--- src/design/wdt_map.svh ---
// Register offsets, field positions, reset values and timing counts
`ifndef WDT_MAP_SVH
`define WDT_MAP_SVH

// ****************************************
// Register byte offsets
// ****************************************
`define WDT_CTRL_ADR 8'h00
`define WDT_STAT_ADR 8'h04

// ****************************************
// Field positions
// ****************************************
`define WDT_UNLOCK_BIT 4
`define WDT_ENABLE_BIT 3
`define WDT_PERIOD_MSB 2
`define WDT_PERIOD_LSB 0
`define WDT_FLAG_BIT 3

// ****************************************
// Reset values
// ****************************************
`define WDT_PERIOD_RST 3'h0
`define WDT_ENABLE_RST 1'b0
`define WDT_FLAG_RST 1'b0

// ****************************************
// Timing
// ****************************************
`define WDT_SYS_HZ 25000000
`define WDT_OSC_HZ 1000000
`define WDT_UNLOCK_CYCLES 3'h4
`define WDT_BASE_CYCLES 16384
`define WDT_CNT_W 22

`endif

--- src/design/wdt_pkg.sv ---
// Types shared by the watchdog timer with timed unlock
package wdt_pkg;

  // Control register view as seen by the rest of the chip
  typedef struct packed {
    logic unlock;
    logic enable;
    logic [2:0] period;
  } wdt_ctrl_t;

  // Source of a counter clear, one bit each
  typedef struct packed {
    logic restart;
    logic disabled;
    logic chip_reset;
    logic reload;
    logic expired;
  } wdt_clear_t;

endpackage

--- src/design/wdt_timed.sv ---
// Watchdog timer with timed unlock sequence and Wishbone register port
// ****************************************
// ****************************************
`timescale 1ns/1ps
`include "wdt_map.svh"

module wdt_timed #(
  parameter int OSC_DIV = `WDT_SYS_HZ / `WDT_OSC_HZ,
  parameter int BASE_CYCLES = `WDT_BASE_CYCLES
) (
  input wire logic clk_i,
  input wire logic rst_i,
  input wire logic por_i,
  input wire logic always_on_fuse_i,
  input wire logic restart_instruction_i,
  input wire logic wb_cyc_i,
  input wire logic wb_stb_i,
  input wire logic wb_we_i,
  input wire logic [7:0] wb_adr_i,
  input wire logic [3:0] wb_sel_i,
  input wire logic [31:0] wb_dat_i,
  output logic [31:0] wb_dat_o,
  output logic wb_ack_o,
  output logic dog_reset_o,
  output logic dog_reset_flag_o,
  output wdt_pkg::wdt_ctrl_t ctrl_o
);
  import wdt_pkg::*;

  localparam int DIV_W = (OSC_DIV > 1) ? $clog2(OSC_DIV) : 1;
  localparam int CW = `WDT_CNT_W;

  // ****************************************
  // Helpers
  // ****************************************

  // Number of oscillator cycles for a period code
  function automatic logic [CW-1:0] period_limit(input logic [2:0] p);
    period_limit = CW'(BASE_CYCLES) << p;
  endfunction

  // Byte address decode, word aligned
  function automatic logic adr_hit(input logic [7:0] a,
                                   input logic [7:0] base);
    adr_hit = (a[7:2] == base[7:2]);
  endfunction

  // ****************************************
  // Declarations
  // ****************************************
  logic ack;
  logic req;
  logic wr_commit;
  logic ctl_wr;
  logic stat_wr;
  logic wr_unlock;
  logic wr_enable;
  logic [2:0] wr_period;
  logic [2:0] unlock_cnt;
  logic armed;
  logic unlock_set;
  logic en_reg;
  logic en_eff;
  logic [2:0] period;
  logic [DIV_W-1:0] div_cnt;
  logic tick;
  logic [CW-1:0] count;
  logic expire;
  logic flag;
  logic [31:0] next_rdata;
  wdt_clear_t clr;

  // ****************************************
  // Wishbone slave
  // ****************************************

  // Request seen while ack is low; ack is one cycle, then released
  assign req = wb_cyc_i & wb_stb_i;

  // Registered ack, answer on the cycle after the request
  always_ff @(posedge clk_i) begin
    if (rst_i) begin
      ack <= 1'b0;
    end else begin
      ack <= req & ~ack;
    end
  end

  assign wb_ack_o = ack;

  // A write lands on the same edge the master samples ack
  assign wr_commit = req & wb_we_i & ack & wb_sel_i[0];
  assign ctl_wr = wr_commit & adr_hit(wb_adr_i, `WDT_CTRL_ADR);
  assign stat_wr = wr_commit & adr_hit(wb_adr_i, `WDT_STAT_ADR);

  // Fields of the written control byte
  assign wr_unlock = wb_dat_i[`WDT_UNLOCK_BIT];
  assign wr_enable = wb_dat_i[`WDT_ENABLE_BIT];
  assign wr_period = wb_dat_i[`WDT_PERIOD_MSB:`WDT_PERIOD_LSB];

  // Read mux; unmapped words and reserved bits read zero
  always_comb begin
    next_rdata = 32'h0000_0000;
    if (adr_hit(wb_adr_i, `WDT_CTRL_ADR)) begin
      next_rdata[`WDT_UNLOCK_BIT] = armed;
      next_rdata[`WDT_ENABLE_BIT] = en_eff;
      next_rdata[`WDT_PERIOD_MSB:`WDT_PERIOD_LSB] = period;
    end else if (adr_hit(wb_adr_i, `WDT_STAT_ADR)) begin
      next_rdata[`WDT_FLAG_BIT] = flag;
    end
  end

  // Read data held in flops, loaded while the request waits
  always_ff @(posedge clk_i) begin
    if (rst_i) begin
      wb_dat_o <= 32'h0000_0000;
    end else if (req & ~ack) begin
      wb_dat_o <= next_rdata;
    end
  end

  // ****************************************
  // Timed unlock window
  // ****************************************

  // Arming needs unlock and enable both written as one
  assign unlock_set = ctl_wr & wr_unlock & wr_enable;
  assign armed = (unlock_cnt != 3'h0);

  // Window counts down from four; the bit drops when it hits zero
  always_ff @(posedge clk_i) begin
    if (rst_i) begin
      unlock_cnt <= 3'h0;
    end else if (unlock_set) begin
      unlock_cnt <= `WDT_UNLOCK_CYCLES;
    end else if (ctl_wr) begin
      // A timed write consumes the window
      unlock_cnt <= 3'h0;
    end else if (armed) begin
      unlock_cnt <= unlock_cnt - 3'h1;
    end
  end

  // ****************************************
  // Enable and period
  // ****************************************

  // Level two forces enable; the stored bit is kept for level one
  assign en_eff = en_reg | always_on_fuse_i;

  // Setting enable is free; clearing needs an open window
  always_ff @(posedge clk_i) begin
    if (rst_i) begin
      en_reg <= `WDT_ENABLE_RST;
    end else if (ctl_wr) begin
      if (wr_enable) begin
        en_reg <= 1'b1;
      end else if (armed) begin
        en_reg <= 1'b0;
      end
    end
  end

  // Period loads only inside the window, on either safety level
  always_ff @(posedge clk_i) begin
    if (rst_i) begin
      period <= `WDT_PERIOD_RST;
    end else if (ctl_wr && armed) begin
      period <= wr_period;
    end
  end

  assign ctrl_o.unlock = armed;
  assign ctrl_o.enable = en_eff;
  assign ctrl_o.period = period;

  // ****************************************
  // Oscillator tick
  // ****************************************

  // One-cycle enable at the 1 MHz watchdog rate; free running
  always_ff @(posedge clk_i) begin
    if (rst_i) begin
      div_cnt <= '0;
    end else if (div_cnt == DIV_W'(OSC_DIV - 1)) begin
      div_cnt <= '0;
    end else begin
      div_cnt <= div_cnt + DIV_W'(1);
    end
  end

  assign tick = (div_cnt == DIV_W'(OSC_DIV - 1));

  // ****************************************
  // Watchdog counter
  // ****************************************

  // All clear sources share one clock with the counter, so no
  // event can be half seen; a period change restarts the count
  assign clr.restart = restart_instruction_i;
  assign clr.disabled = ~en_eff;
  assign clr.chip_reset = rst_i;
  assign clr.reload = ctl_wr & armed & (wr_period != period);
  assign clr.expired = expire;

  // Expiry on the tick that completes the selected period
  assign expire = tick & en_eff & ~restart_instruction_i
                & (count == period_limit(period) - CW'(1));

  always_ff @(posedge clk_i) begin
    if (|clr) begin
      count <= '0;
    end else if (tick) begin
      count <= count + CW'(1);
    end
  end

  // Reset request pulse, exactly one system cycle
  always_ff @(posedge clk_i) begin
    if (rst_i) begin
      dog_reset_o <= 1'b0;
    end else begin
      dog_reset_o <= expire;
    end
  end

  // ****************************************
  // Watchdog reset flag
  // ****************************************

  // Survives chip reset; only power-on or a zero write clears it.
  // The set wins over a zero-write clear in the same cycle; power-on wins over the set.
  always_ff @(posedge clk_i) begin
    if (por_i) begin
      flag <= `WDT_FLAG_RST;
    end else if (dog_reset_o) begin
      flag <= 1'b1;
    end else if (stat_wr && !wb_dat_i[`WDT_FLAG_BIT]) begin
      flag <= 1'b0;
    end
  end

  assign dog_reset_flag_o = flag;

  // ****************************************
  // Assertions
  // ****************************************

  a_reserved_zero: assert property (
    @(posedge clk_i) disable iff (rst_i)
    (ack && !wb_we_i) |-> (wb_dat_o[31:5] == 27'h0))
    else $error("reserved control bits not zero");

  a_locked_disable: assert property (
    @(posedge clk_i) disable iff (rst_i)
    (ctl_wr && !armed && en_reg) |=> en_reg)
    else $error("enable cleared without unlock");

  a_unlock_load: assert property (
    @(posedge clk_i) disable iff (rst_i)
    unlock_set |=> (unlock_cnt == 3'h4))
    else $error("unlock window not opened at four");

  a_unlock_open: assert property (
    @(posedge clk_i) disable iff (rst_i)
    (unlock_set ##1 (!ctl_wr)[*3]) |=> armed)
    else $error("unlock bit dropped before four cycles");

  a_unlock_expire: assert property (
    @(posedge clk_i) disable iff (rst_i)
    (unlock_set ##1 (!ctl_wr)[*4]) |=> !armed)
    else $error("unlock bit not cleared after four cycles");

  a_period_locked: assert property (
    @(posedge clk_i) disable iff (rst_i)
    (ctl_wr && !armed) |=> $stable(period))
    else $error("period changed while locked");

  a_timed_load: assert property (
    @(posedge clk_i) disable iff (rst_i)
    (ctl_wr && armed && !wr_unlock) |=>
      (period == $past(wr_period)) && (en_reg == $past(wr_enable)))
    else $error("timed write did not load enable and period");

  a_enable_free: assert property (
    @(posedge clk_i) disable iff (rst_i)
    (ctl_wr && wr_enable) |=> en_eff)
    else $error("enable write ignored");

  a_start_disabled: assert property (
    @(posedge clk_i)
    rst_i |=> !en_reg && (count == '0))
    else $error("chip reset left enable or counter set");

  a_level_two_on: assert property (
    @(posedge clk_i) disable iff (rst_i)
    always_on_fuse_i |-> ctrl_o.enable)
    else $error("enable low in safety level two");

  a_level_two_read: assert property (
    @(posedge clk_i) disable iff (rst_i)
    (ack && !wb_we_i && adr_hit(wb_adr_i, `WDT_CTRL_ADR)
      && always_on_fuse_i && $past(always_on_fuse_i))
      |-> wb_dat_o[`WDT_ENABLE_BIT])
    else $error("enable read low in safety level two");

  a_restart_clear: assert property (
    @(posedge clk_i) disable iff (rst_i)
    restart_instruction_i |=> (count == '0) && !dog_reset_o)
    else $error("restart did not clear counter");

  a_disable_clear: assert property (
    @(posedge clk_i) disable iff (rst_i)
    !en_eff |=> (count == '0))
    else $error("counter runs while disabled");

  a_reload_clear: assert property (
    @(posedge clk_i) disable iff (rst_i)
    (ctl_wr && armed && (wr_period != period)) |=> (count == '0))
    else $error("period change did not restart the count");

  a_pulse_single: assert property (
    @(posedge clk_i) disable iff (rst_i)
    dog_reset_o |=> !dog_reset_o)
    else $error("reset pulse longer than one cycle");

  a_expire_pulse: assert property (
    @(posedge clk_i) disable iff (rst_i)
    expire |=> dog_reset_o && (count == '0))
    else $error("expiry did not raise reset pulse");

  a_flag_sticky: assert property (
    @(posedge clk_i) disable iff (por_i)
    dog_reset_o |=> flag)
    else $error("watchdog reset flag not set");

  a_flag_clear: assert property (
    @(posedge clk_i) disable iff (por_i)
    (stat_wr && !wb_dat_i[`WDT_FLAG_BIT] && !dog_reset_o) |=> !flag)
    else $error("zero write did not clear the flag");

endmodule

--- config.mk ---
export PLATFORM = sky130hd
export DESIGN_NAME = wdt_timed
export DESIGN_NICKNAME = d
export VERILOG_FILES = /design/src/design/wdt_pkg.sv /design/src/design/wdt_timed.sv
export VERILOG_INCLUDE_DIRS = /design/src /design/src/design
export SDC_FILE = /design/constraint.sdc
export NUM_CORES = 1
export LEC_CHECK = 0
export ABC_AREA = 1
export BUFFER_PORTS_ARGS = -buffer_cell sky130_fd_sc_hd__buf_2
export CORE_ASPECT_RATIO = 0.9
export CORE_UTILIZATION = 45
export DETAILED_ROUTE_END_ITERATION = 6
export GPL_TIMING_DRIVEN = 0
export PLACE_DENSITY_LB_ADDON = 0.05
export SLEW_MARGIN = 20
export SYNTH_ARGS = -nofsm -noshare
export SYNTH_HDL_FRONTEND = slang
export SYNTH_SLANG_ARGS = --single-unit
export TNS_END_PERCENT = 50
--- constraint.sdc ---
create_clock -name clk_i -period 2.1 [get_ports clk_i]
set_clock_uncertainty 0.15 [all_clocks]
set_input_delay 0.315 -clock clk_i [delete_from_list [all_inputs] [get_ports clk_i]]
set_output_delay 0.315 -clock clk_i [all_outputs]
set_load 0.005 [all_outputs]
# [After elaboration in Yosys (flattened, before gate mapping)]
# Index checks and enable logic that the tools add are counted.
[totals] regBits=42 word_cells=60
[classes] add_sub_neg=4 n_eq_ne=4 shift=1 mux=11 bitwise=18 reduce_logical=12
[ops] cell="$add A22 B1 Y22 const B" count=1
[ops] cell="$eq A22 B22 Y1" count=1
[ops] cell="$shl A15 B3 Y22 const A" count=1
[ops] cell="$sub A22 B1 Y22 const B" count=1
[ops] cell="$and A1 B1 Y1" count=14
[ops] cell="$mux W3" count=4
[ops] cell="$mux W1" count=7
[ops] cell="$eq A6 B1 Y1 const B" count=1
[ops] cell="$logic_not A6 Y1" count=1
[ops] cell="$reduce_bool A3 Y1" count=2
[ops] cell="$add A5 B1 Y5 const B" count=1
[ops] cell="$eq A5 B5 Y1 const B" count=1
[ops] cell="$reduce_or A5 Y1" count=1
[ops] cell="$reduce_bool A2 Y1" count=2
[ops] cell="$ne A3 B3 Y1" count=1
[ops] cell="$not A1 Y1" count=3
[ops] cell="$reduce_or A3 Y1" count=1
[ops] cell="$sub A3 B1 Y3 const B" count=1
[ops] cell="$logic_and A1 B1 Y1" count=2
[ops] cell="$reduce_and A2 Y1" count=1
[ops] cell="$reduce_or A2 Y1" count=1
[ops] cell="$logic_not A1 Y1" count=1
[ops] cell="$or A1 B1 Y1" count=1

# [Depth between registers and ports, before layout]
# Gate-level depths: netlist (run 1).
[logic_depth] word_depth=8 depth_mapped=15 mapped_depth_nobuf=13

# [Least setup slack after synthesis (run 1)]
# OpenSTA, ideal clock, no wires.
[synth_path] kind="register to register" from="reg period[1]" to="reg count[13]" setup_time_ps=117 arrival_ps=1679 required_ps=1833 setup_slack_ps=154 stages_incl_launch_ff=16 n_path_buf=2 period_less_slack_ps=1946 path_cell_list="dfxtp_1 -> buf_4 -> nor2_4 -> nand2_1 -> ha_1 -> inv_1 -> nand2_1 -> nand2_1 -> nand2_1 -> nor2_1 -> nand3_1 -> nor2_1 -> nand2_1 -> nand2_2 -> buf_6 -> nor2_1"
[synth_between] elab_chain_len=5
[synth_rtl] item="start, declared" line="wdt_timed.sv:64" rtl="logic [2:0] period;"
[synth_rtl] item="start signal, assigned" line="wdt_timed.sv:167" rtl="period <= `WDT_PERIOD_RST;"
[synth_rtl] item="start signal, assigned" line="wdt_timed.sv:169" rtl="period <= wr_period;"
[synth_rtl] item="$shl A15 B3 Y22" line="wdt_timed.sv:39" rtl="period_limit = CW'(BASE_CYCLES) << p;"
[synth_rtl] item="$sub A22 B1 Y22" line="wdt_timed.sv:208" rtl="& (count == period_limit(period) - CW'(1));"
[synth_rtl] item="$eq A22 B22 Y1" line="wdt_timed.sv:208"
[synth_rtl] item="$and A1 B1 Y1" line="wdt_timed.sv:208"
[synth_rtl] item="$reduce_or A5 Y1 *" line="wdt_timed.sv:211" rtl="if (|clr) begin"
[synth_rtl] item="end signal, assigned" line="wdt_timed.sv:214" rtl="count <= count + CW'(1);"
[synth_rtl] item="end, declared" line="wdt_timed.sv:67" rtl="logic [CW-1:0] count;"
# Every way passes the cells marked *; elsewhere a longest branch is shown, timed or not.
# A chain may end at the register's enable or synchronous reset.

# [Worst setup path after layout (run 1)]
[layout_path] from="reg period[0]" to="reg count[10]"
# Same word-level chain as after synthesis.

==> flow_summary.json, run 1 <==
{
  "fin_setup_tns_ns": 0,
  "initial_core_util_pct": 47.0,
  "synth_edf_count": 0,
  "syn_avg_cell_area_um2": 6.46,
  "wl_per_cell_um": 10.4,
  "largest_reg_flops": 22,
  "cts_sinks": 42,
  "worstMarginPinSlew_ns": 0.593,
  "ys.flop_type": "dfxtp_1",
  "crit_required_ns": 2.13,
  "slew-limit-headroom_pct": 60.3,
  "cp-end-kind": "register",
  "fin_util_pct": 57.6,
  "viasPerCell": 4.53,
  "finalSetupViolCount": 0,
  "p_per_area_nw_per_um2": 513,
  "synthCells": 414,
  "timing.final.crit_share_pct": 95.9,
  "detail-route-antenna-nets": 0,
  "synth_warnings": 0,
  "clockRootBuffer": "clkbuf_8",
  "syn_area_um2": 2670,
  "rows": 26,
  "antenna_found_initial": 0,
  "hp-class": "input port to register",
  "grt_pass1_wl_mm": 9.40,
  "ys_seq_elements": 42,
  "cp.arrival_ns": 2.05,
  "route.final.wire_length_mm": 5.80,
  "cts.clk_slew.worst_paths_ns": 0.08,
  "hpwl_mm": 4.34,
  "slew_viol_final": 0,
  "clock_path_buffers": 2,
  "drc": 0,
  "die-area_um2": 6250,
  "timing.fmax_mhz": 497,
  "grt_pass1_vias": 2163,
  "layout.nets": 546,
  "routed-via-count": 2531,
  "cts_tree": "done",
  "grt.busiest_layer": "met2",
  "die_y_um": 75.1,
  "drive_above_1_share_pct": 22.9,
  "grt_max_degree": 13,
  "dpl_cell_area_um2": 3010,
  "grt_use_met2_pct": 32.5,
  "biggestRegsByFlops": "count (22), div_cnt (5), wb_dat_o (5)",
  "crit_path_start_kind": "register",
  "drtIter0Drc": 92,
  "cts_buffers": 5,
  "n_antenna_cell": 0,
  "design.portCount": 92,
  "syn_to_final_growth_pct": 22.6,
  "status": "complete, no violations",
  "top_register": "count",
  "nFillCells": 591,
  "fin_crit_ns": 2.01,
  "grt_usage_pct": 18.5,
  "irDropWorstVdd_mv": 0.276,
  "place_inst": 541,
  "rsz0062_at_grt": "true",
  "p_leak_nw": 1.46,
  "gp_congestion": 0.777,
  "grt_remaining_overflow": 0,
  "drv_cap": 0,
  "yosysSeqAreaShare_pct": 31.4,
  "finalHoldViolCount": 0,
  "crit_type": "register to register",
  "met1_usage_pct": 24.3,
  "io_buffers": 31,
  "yosys.cell_types.count": 32,
  "fin_cells": 559,
  "cts_hold_buf": 0,
  "cp_max_fo": 7,
  "fp.coreArea_um2": 5690,
  "grt_use_met3_pct": 3.62,
  "synthArstFlopShare_pct": 0,
  "htreeDepth": 2,
  "clock_latency_ns": 0.29,
  "fp.dieW_um": 83.3,
  "dr.pass1.iters": 6,
  "fin_area_um2": 3280
}
[cell type report]
class | instances | area (µm²) | share of cell area (%)
flip-flops and latches | 42 | 850 | 25.9
repair buffers | 42 | 245 | 7.48
well taps | 70 | 87.6 | 2.67
plain buffers | 34 | 268 | 8.16
inverters | 53 | 214 | 6.52
clock inverters | 1 | 5.00 | 0.153
multi-input cells | 310 | 1520 | 46.5
clock buffers | 7 | 86.3 | 2.63
[logic make-up after synthesis]
| kind of cell | share of synthesized area (%) |
|---|---|
| AND/OR/NAND/NOR | 37.2 |
| buffers and inverters | 17.5 |
| flip-flops | 31.4 |
| AO/OA/AOI/OAI | 6.22 |
| XOR/XNOR | 4.59 |
| adder cells (fa/ha/maj) | 2.81 |
| other | 0.140 |
[cell usage in the layout, fill, tap and decap left out, drive strengths merged]
| master | n |
|---|---|
| o21ai | 9 |
| a211oi | 4 |
| clkinv | 2 |
| or2 | 1 |
| xor2 | 7 |
| o22ai | 1 |
| nor2 | 82 |
| nand3b | 2 |
| dfxtp | 42 |
| clkbuf | 8 |
| buf | 75 |
| o211ai | 1 |
| conb | 27 |
| nor3 | 4 |
| inv | 52 |
| xnor2 | 7 |
| nand3 | 30 |
| a21oi | 14 |
| nand2 | 107 |
| and3 | 1 |
| o31ai | 1 |
| ha | 6 |
| nand4 | 6 |
[per-layer routing]
metal / part of all wire (%) / wire length (µm)
met5: 0 / 0
met4: 0.38 / 22
met3: 5.2 / 299
met2: 46 / 2670
met1: 49 / 2810
[worst max-delay path: stages (launching register included)]
cell and delay, ns:
dfxtp_4 0.39, nor2_4 0.13, nand2_2 0.09, ha_4 0.25, inv_2 0.05, nand2_2 0.03
nand2_1 0.06, nand2_1 0.06, nor2_2 0.12, nand3_1 0.08, nor2_1 0.10, nand2_1 0.09
nand2_4 0.13, buf_6 0.15, nor2_1 0.04
[worst paths after layout]
check                           slack, ns        start  depth (start not counted)                to
worst max-delay path                 0.09    period[0]                         14         count[10]
worst min-delay path                 0.02        por_i                          2  dog_reset_flag_o
worst max register to register       0.09    period[0]                         14         count[10]
worst min register to register       0.31  dog_reset_o                          2  dog_reset_flag_o
[Yosys cell counts, types with 4 or more instances]
| cell | count | share of area, % |
|---|---|---|
| nand2_1 | 105 | 15 |
| nor2_1 | 75 | 11 |
| inv_1 | 51 | 7.2 |
| dfxtp_1 | 42 | 31 |
| buf_4 | 30 | 8.4 |
| nand3_1 | 29 | 5.4 |
| a21oi_1 | 14 | 2.6 |
| o21ai_0 | 9 | 1.7 |
| xnor2_1 | 7 | 2.3 |
| xor2_1 | 7 | 2.3 |
| ha_1 | 6 | 2.8 |
| nand4_1 | 6 | 1.4 |
| a211oi_1 | 4 | 1.1 |
| nor2_2 | 4 | 0.94 |
[power by group]
part	switching [mW]	total (mW)	internal, mW	leakage [nW]
clock network	0.273	0.538	0.266	0.0482
logic	0.156	0.301	0.145	1.07
registers	0.0173	0.843	0.825	0.343
total	0.446	1.68	1.24	1.46
[what timing repair did]
action                     CTS  global route
buffers inserted             2             7
setup endpoints to repair   20            22
cloned                       2             0
pin swaps                    3             7
gates resized for setup     11            23
[per-stage QoR]
stage	hold WS (ns)	setup WS (ns)	power [mW]
global route	0.00853	-0.0426	1.77
detailed placement	0.303	-0.0733	1.16
CTS	0.0123	0.00375	1.71
global placement	0.296	-0.0607	1.15
floorplan	0.234	0.154	1.08
finish	0.0190	0.0861	1.68
Note: power is estimated with default switching activity, not from simulation.
==> run 2: changes to the inputs <==
--- a/config.mk
+++ b/config.mk
@@ -6,13 +6,12 @@
 export SDC_FILE = /design/constraint.sdc
 export NUM_CORES = 1
 export LEC_CHECK = 0
-export ABC_AREA = 1
 export BUFFER_PORTS_ARGS = -buffer_cell sky130_fd_sc_hd__buf_2
 export CORE_ASPECT_RATIO = 0.9
 export CORE_UTILIZATION = 45
 export DETAILED_ROUTE_END_ITERATION = 6
 export GPL_TIMING_DRIVEN = 0
-export PLACE_DENSITY_LB_ADDON = 0.05
+export PLACE_DENSITY = 0.74
 export SLEW_MARGIN = 20
 export SYNTH_ARGS = -nofsm -noshare
 export SYNTH_HDL_FRONTEND = slang
==> run 2 against run 1 <==
Against the previous run:
- the flow now finishes with violations (setup timing)
- flip-flop and latch count unchanged
- worst hold slack improved by 0.0045 ns
- synthesized area shrank 10%
- cell count decreased by 25%
- critical path type unchanged
==> flow_summary.json, run 2 <==
{
  "synth_warnings": 0,
  "cts_buffers": 5,
  "wl_met3_um": 416,
  "synthCells": 284,
  "place_inst": 406,
  "violations": "setup timing",
  "worst_hold_slack_ns": 0.0235,
  "synth_edf_count": 0,
  "htreeDepth": 2,
  "dr.pass1.iters": 4,
  "crit_required_ns": 2.13,
  "drive_above_1_share_pct": 29.3,
  "timing.fmax_mhz": 389,
  "worstMarginPinSlew_ns": 0.604,
  "ys_seq_elements": 42,
  "yosysSeqAreaShare_pct": 34.9,
  "finalWorstSetupSlack_ns": -0.471,
  "r2r_setup_slack_ns": -0.47,
  "rsz0062_at_grt": "true",
  "drtIter0Drc": 112,
  "rows": 24,
  "cts_sinks": 42,
  "cp-end-kind": "register",
  "slew_viol_final": 0,
  "antenna_found_initial": 0,
  "hp-class": "input port to register",
  "fp.dieW_um": 79.1,
  "slew-limit-headroom_pct": 59.5,
  "clock_latency_ns": 0.29,
  "finalHoldViolCount": 0,
  "topRoutingLayerUsed": "met4",
  "final_cell_mix": "dfxtp_1 (40), buf_4 (36), buf_2 (31)",
  "drc": 0,
  "n_antenna_cell": 0,
  "cts_tree": "done",
  "synth_top_area_share_pct": 34.9,
  "met1_length_mm": 2.33,
  "die_y_um": 71.4,
  "hpwl_mm": 3.51,
  "crit_type": "register to register",
  "yosys.cell_count.top_type": "dfxtp_1",
  "wl_per_cell_um": 11.8,
  "syn_avg_cell_area_um2": 8.47,
  "cp_max_fo": 5,
  "final_common_cell": "dfxtp_1",
  "layout.nets": 413,
  "r2r_cells": 10,
  "fp.coreArea_um2": 4980,
  "status": "complete, but fails checks",
  "cp.arrival_ns": 2.60,
  "synthTopCellsByCount": "dfxtp_1 (42), nor2_1 (30), buf_4 (29)",
  "grt_remaining_overflow": 0,
  "die-area_um2": 5640,
  "routed-via-count": 2062,
  "grt_max_degree": 12,
  "gp_congestion": 0.808,
  "grt_pass1_vias": 1866,
  "p_per_area_nw_per_um2": 544,
  "design.portCount": 92,
  "hold_depth": 2,
  "p_leak_nw": 1.27,
  "netlist_top_cells_area": "dfxtp_1 (35%), buf_4 (9.0%), xnor2_1 (8.0%)",
  "route.final.wire_length_mm": 4.95,
  "detail-route-antenna-nets": 0,
  "fin_cells": 420,
  "timing.final.crit_share_pct": 122,
  "finalSetupViolCount": 17,
  "max_stage_delay_ns": 0.36,
  "largest_reg_flops": 22,
  "fin_crit_ns": 2.57,
  "clock_path_buffers": 2,
  "io_buffers": 31,
  "syn_area_um2": 2410,
  "synthArstFlopShare_pct": 0,
  "grt_pass1_wl_mm": 8.16,
  "syn_to_final_growth_pct": 25.4,
  "ys.flop_type": "dfxtp_1",
  "clockRootBuffer": "clkbuf_8",
  "crit_path_start_kind": "register",
  "yosys.cell_types.count": 46,
  "cp_slowest_cell": "nor4_4",
  "ff_latch_area_um2": 846,
  "multi_input_area_um2": 1450,
  "cts.clk_slew.worst_paths_ns": 0.08,
  "initial_core_util_pct": 48.3,
  "top_register": "count",
  "crit_path_cell_trace": "clkbuf_16 -> nor2_4 -> nand2_2 -> ha_4 -> xnor2_1 -> or3_1 -> a211o_1 -> nor4_4 -> buf_4 -> nor3_1",
  "viasPerCell": 4.91,
  "irDropWorstVdd_mv": 0.410,
  "synth_top_cell_by_area": "dfxtp_1",
  "drv_cap": 0,
  "dr_wl_met2_mm": 2.18,
  "biggestRegsByFlops": "count (22), div_cnt (5), wb_dat_o (5)",
  "grt_usage_pct": 18.1,
  "nFillCells": 461
}
## run 2: worst paths after layout
check / startpoint / end
worst max-delay path: period[2] / count[21]
worst max register to register: period[2] / count[21]
worst min-delay path: por_i / dog_reset_flag_o
worst min register to register: wb_dat_o[3] / wb_dat_o[3]
## run 2: routing by layer
metal,up-vias,GRT usage [%]
met3,2,3.95
met4,0,6.06
met5,-,0
li1,1059,-
met2,70,29.7
met1,931,23.7
## run 2: area by class of cell
| class | instances | area share, % |
|---|---|---|
| flip-flops and latches | 42 | 28.0 |
| clock buffers | 7 | 2.53 |
| inverters | 11 | 1.37 |
| well taps | 65 | 2.70 |
| multi-input cells | 216 | 47.9 |
| plain buffers | 41 | 10.6 |
| repair buffers | 38 | 6.89 |
## run 2: what timing repair did
item	in CTS	in global routing
pin swaps	6	5
hold endpoints to repair	0	0
hold buffers	0	0
buffers inserted	6	0
endpoints found under the setup margin	23	24
gates resized for setup	10	10
gates cloned	1	0
## run 2: where the power goes
| group | leakage [nW] | switching (mW) | total, mW | internal, mW |
|---|---|---|---|---|
| clock | 0.0383 | 0.258 | 0.487 | 0.229 |
| combinational | 0.895 | 0.147 | 0.309 | 0.162 |
| sequential | 0.341 | 0.0184 | 0.844 | 0.826 |
## run 2: per-stage QoR
step           TNS [ns]  worst slack [ns]  power (mW)  utilization [%]  instance area (µm²)
3_3_place_gp      -9.50            -0.635        1.16             56.1                 2800
6_report          -7.10            -0.471        1.64             60.5                 3020
3_5_place_dp     -10.24            -0.668        1.17             56.1                 2800
4_1_cts           -6.97            -0.465        1.65             59.5                 2970
2_1_floorplan     -6.12            -0.428        1.10                -                 2560
5_1_grt           -9.90            -0.571        1.74             60.5                 3020
## run 2: cell families after synthesis
family                   Yosys count  share of synthesized area, %
other                              1                         0.156
buffers and inverters             52                          13.3
adder cells (fa/ha/maj)            6                          3.12
AND/OR/NAND/NOR                  121                          27.4
multiplexers                      10                          4.21
AO/OA/AOI/OAI                     25                          7.07
flip-flops                        42                          34.9
XOR/XNOR                          27                          9.83
## run 2: critical path, delay by kind of cell (launching register included)
kind            cells  cell delay, ns
xor+xnor            1            0.11
buf+inv             2            0.36
simple gates        5            0.91
compound gates      1            0.33
fa+ha+maj           1            0.24
flops               1            0.35
==> run 3: changes to the inputs <==
--- a/config.mk
+++ b/config.mk
@@ -11,6 +11,7 @@
 export CORE_UTILIZATION = 45
 export DETAILED_ROUTE_END_ITERATION = 6
 export GPL_TIMING_DRIVEN = 0
+export MAX_ROUTING_LAYER = met4
 export PLACE_DENSITY = 0.74
 export SLEW_MARGIN = 20
 export SYNTH_ARGS = -nofsm -noshare
==> constraint.sdc (replaced) <==
create_clock -name clk_i -period 2.54 [get_ports clk_i]
set_clock_uncertainty 0.15 [all_clocks]
set_input_delay 0.381 -clock clk_i [delete_from_list [all_inputs] [get_ports clk_i]]
set_output_delay 0.381 -clock clk_i [all_outputs]
set_load 0.005 [all_outputs]
==> run 3 against run 2 <==
Against the previous run:
- the run now ends clean
- highest routed layer unchanged
- via count up 2.4%
- clock-buffer cell count decreased by 2
- combinational power is 18% lower
- critical path depth shrank 1
- non-clock buffer count grew 6
- register-to-register slack better by 0.55 ns
- sequential share of layout area hardly changed
==> flow_summary.json, run 3 (same netlist as run 2, synthesis figures left out) <==
{
  "status": "complete, no violations",
  "fp.coreArea_um2": 4980,
  "p_per_area_nw_per_um2": 488,
  "cts_tree": "done",
  "hpwl_mm": 3.54,
  "initial_core_util_pct": 48.3,
  "grt_max_degree": 15,
  "cts.clk_slew.worst_paths_ns": 0.09,
  "cts_buffers": 5,
  "htreeDepth": 2,
  "rows": 24,
  "cts_sinks": 42,
  "p_leak_nw": 1.30,
  "dr.pass1.iters": 5,
  "fin_area_um2": 3040,
  "drv_cap": 0,
  "worst_hold_slack_ns": 0.0760,
  "detail-route-antenna-nets": 0,
  "r2r_setup_slack_ns": 0.08,
  "finalHoldViolCount": 0,
  "route.final.wire_length_mm": 5.08,
  "drive_above_1_share_pct": 29.8,
  "clock_latency_ns": 0.30,
  "final_common_cell": "buf_4",
  "slew_viol_final": 0,
  "grt_remaining_overflow": 0,
  "wl_per_cell_um": 11.9,
  "biggestRegsByFlops": "count (22), div_cnt (5), wb_dat_o (5)",
  "antenna_found_initial": 0,
  "timing.fmax_mhz": 406,
  "multi_input_area_um2": 1410,
  "grt_usage_pct": 18.6,
  "drtIter0Drc": 74,
  "gp_congestion": 0.804,
  "r2r_end": "count[1]",
  "timing.final.crit_share_pct": 96.9,
  "cp.arrival_ns": 2.48,
  "clock_path_buffers": 2,
  "grt_pass1_vias": 1787,
  "die_y_um": 71.4,
  "fin_cells": 427,
  "slew-limit-headroom_pct": 64.6,
  "io_buffers": 31,
  "nFillCells": 435,
  "fin_crit_ns": 2.46,
  "layout.nets": 419,
  "crit_path_end": "count[1]",
  "grt_pass1_wl_mm": 8.03,
  "cp-end-kind": "register",
  "cp_max_fo": 5,
  "ff_latch_area_um2": 852,
  "dpl_cell_area_um2": 2800,
  "clockRootBuffer": "clkbuf_8",
  "routed-via-count": 2112,
  "drc": 0,
  "irDropWorstVdd_mv": 0.395,
  "finalSetupViolCount": 0,
  "final_cell_mix": "buf_4 (43), dfxtp_1 (39), buf_2 (31)",
  "viasPerCell": 4.95,
  "syn_to_final_growth_pct": 26.4,
  "crit_required_ns": 2.56,
  "rr_startpoint": "period[2]",
  "fin_util_pct": 61.0,
  "n_antenna_cell": 0,
  "top_register": "count",
  "fp.dieW_um": 79.1,
  "place_inst": 406,
  "r2r_cells": 9,
  "crit_path_start_kind": "register",
  "design.portCount": 92,
  "largest_reg_flops": 22,
  "die-area_um2": 5640,
  "crit_type": "register to register",
  "crit_path_start": "period[2]",
  "hp-class": "input port to register",
  "cts_hold_buf": 0,
  "worstMarginPinSlew_ns": 0.526
}
## run 3: repair_timing
item,CTS,global route
resized for setup,5,10
gates cloned,1,0
pin swaps,6,3
endpoints found under the hold margin,0,0
setup buffers,5,10
endpoints found under the setup margin,15,16
## run 3: metrics by stage
stage | setup TNS [ns] | setup slack, ns | power, mW
floorplan | 0 | 0.0118 | 0.910
global placement | -2.05 | -0.194 | 0.961
detailed placement | -2.37 | -0.222 | 0.966
CTS | 0 | 0.00206 | 1.50
global route | -0.0816 | -0.0244 | 1.56
finish | 0 | 0.0788 | 1.48
## run 3: cell type report
| class | count | share of cell area (%) |
|---|---|---|
| inverter | 11 | 1.36 |
| timing repair buffer | 47 | 9.09 |
| tap | 65 | 2.67 |
| clock buffer | 5 | 2.26 |
| multi-input combinational | 216 | 46.4 |
| buffer | 38 | 8.76 |
| clock inverter | 3 | 1.48 |
| sequential | 42 | 28.0 |
## run 3: layer usage
| layer | wire length, µm | vias up | global-route usage [%] |
|---|---|---|---|
| met1 | 2380 | 967 | 23.1 |
| li1 | - | 1076 | - |
| met4 | 60 | 0 | 6.26 |
| met3 | 289 | 8 | 4.20 |
| met5 | 0 | - | - |
| met2 | 2350 | 61 | 29.9 |
## run 3: worst min-delay path by stage
stage | startpoint | end | slack (ns) | depth (start not counted)
after global placement | div_cnt[0] | div_cnt[0] | 0.30 | 1
after detailed placement | wb_dat_o[3] | wb_dat_o[3] | 0.31 | 2
final | por_i | dog_reset_flag_o | 0.08 | 2
after floorplan | div_cnt[0] | div_cnt[0] | 0.28 | 1
after CTS | por_i | dog_reset_flag_o | 0.07 | 2
after global routing | por_i | dog_reset_flag_o | 0.06 | 2
## run 3: power breakdown
group	switching, mW	internal [mW]	total, mW
clock	0.241	0.292	0.533
sequential	0.0159	0.680	0.696
combinational	0.120	0.134	0.254
total	0.377	1.11	1.48
## run 3: critical path: stages (launching register included)
cell,delay [ns]
dfxtp_4,0.37
nor2_4,0.13
nand2_2,0.08
ha_4,0.18
buf_6,0.12
or4_4,0.48
o211a_4,0.17
nor4_4,0.37
buf_4,0.21
nor3_1,0.05
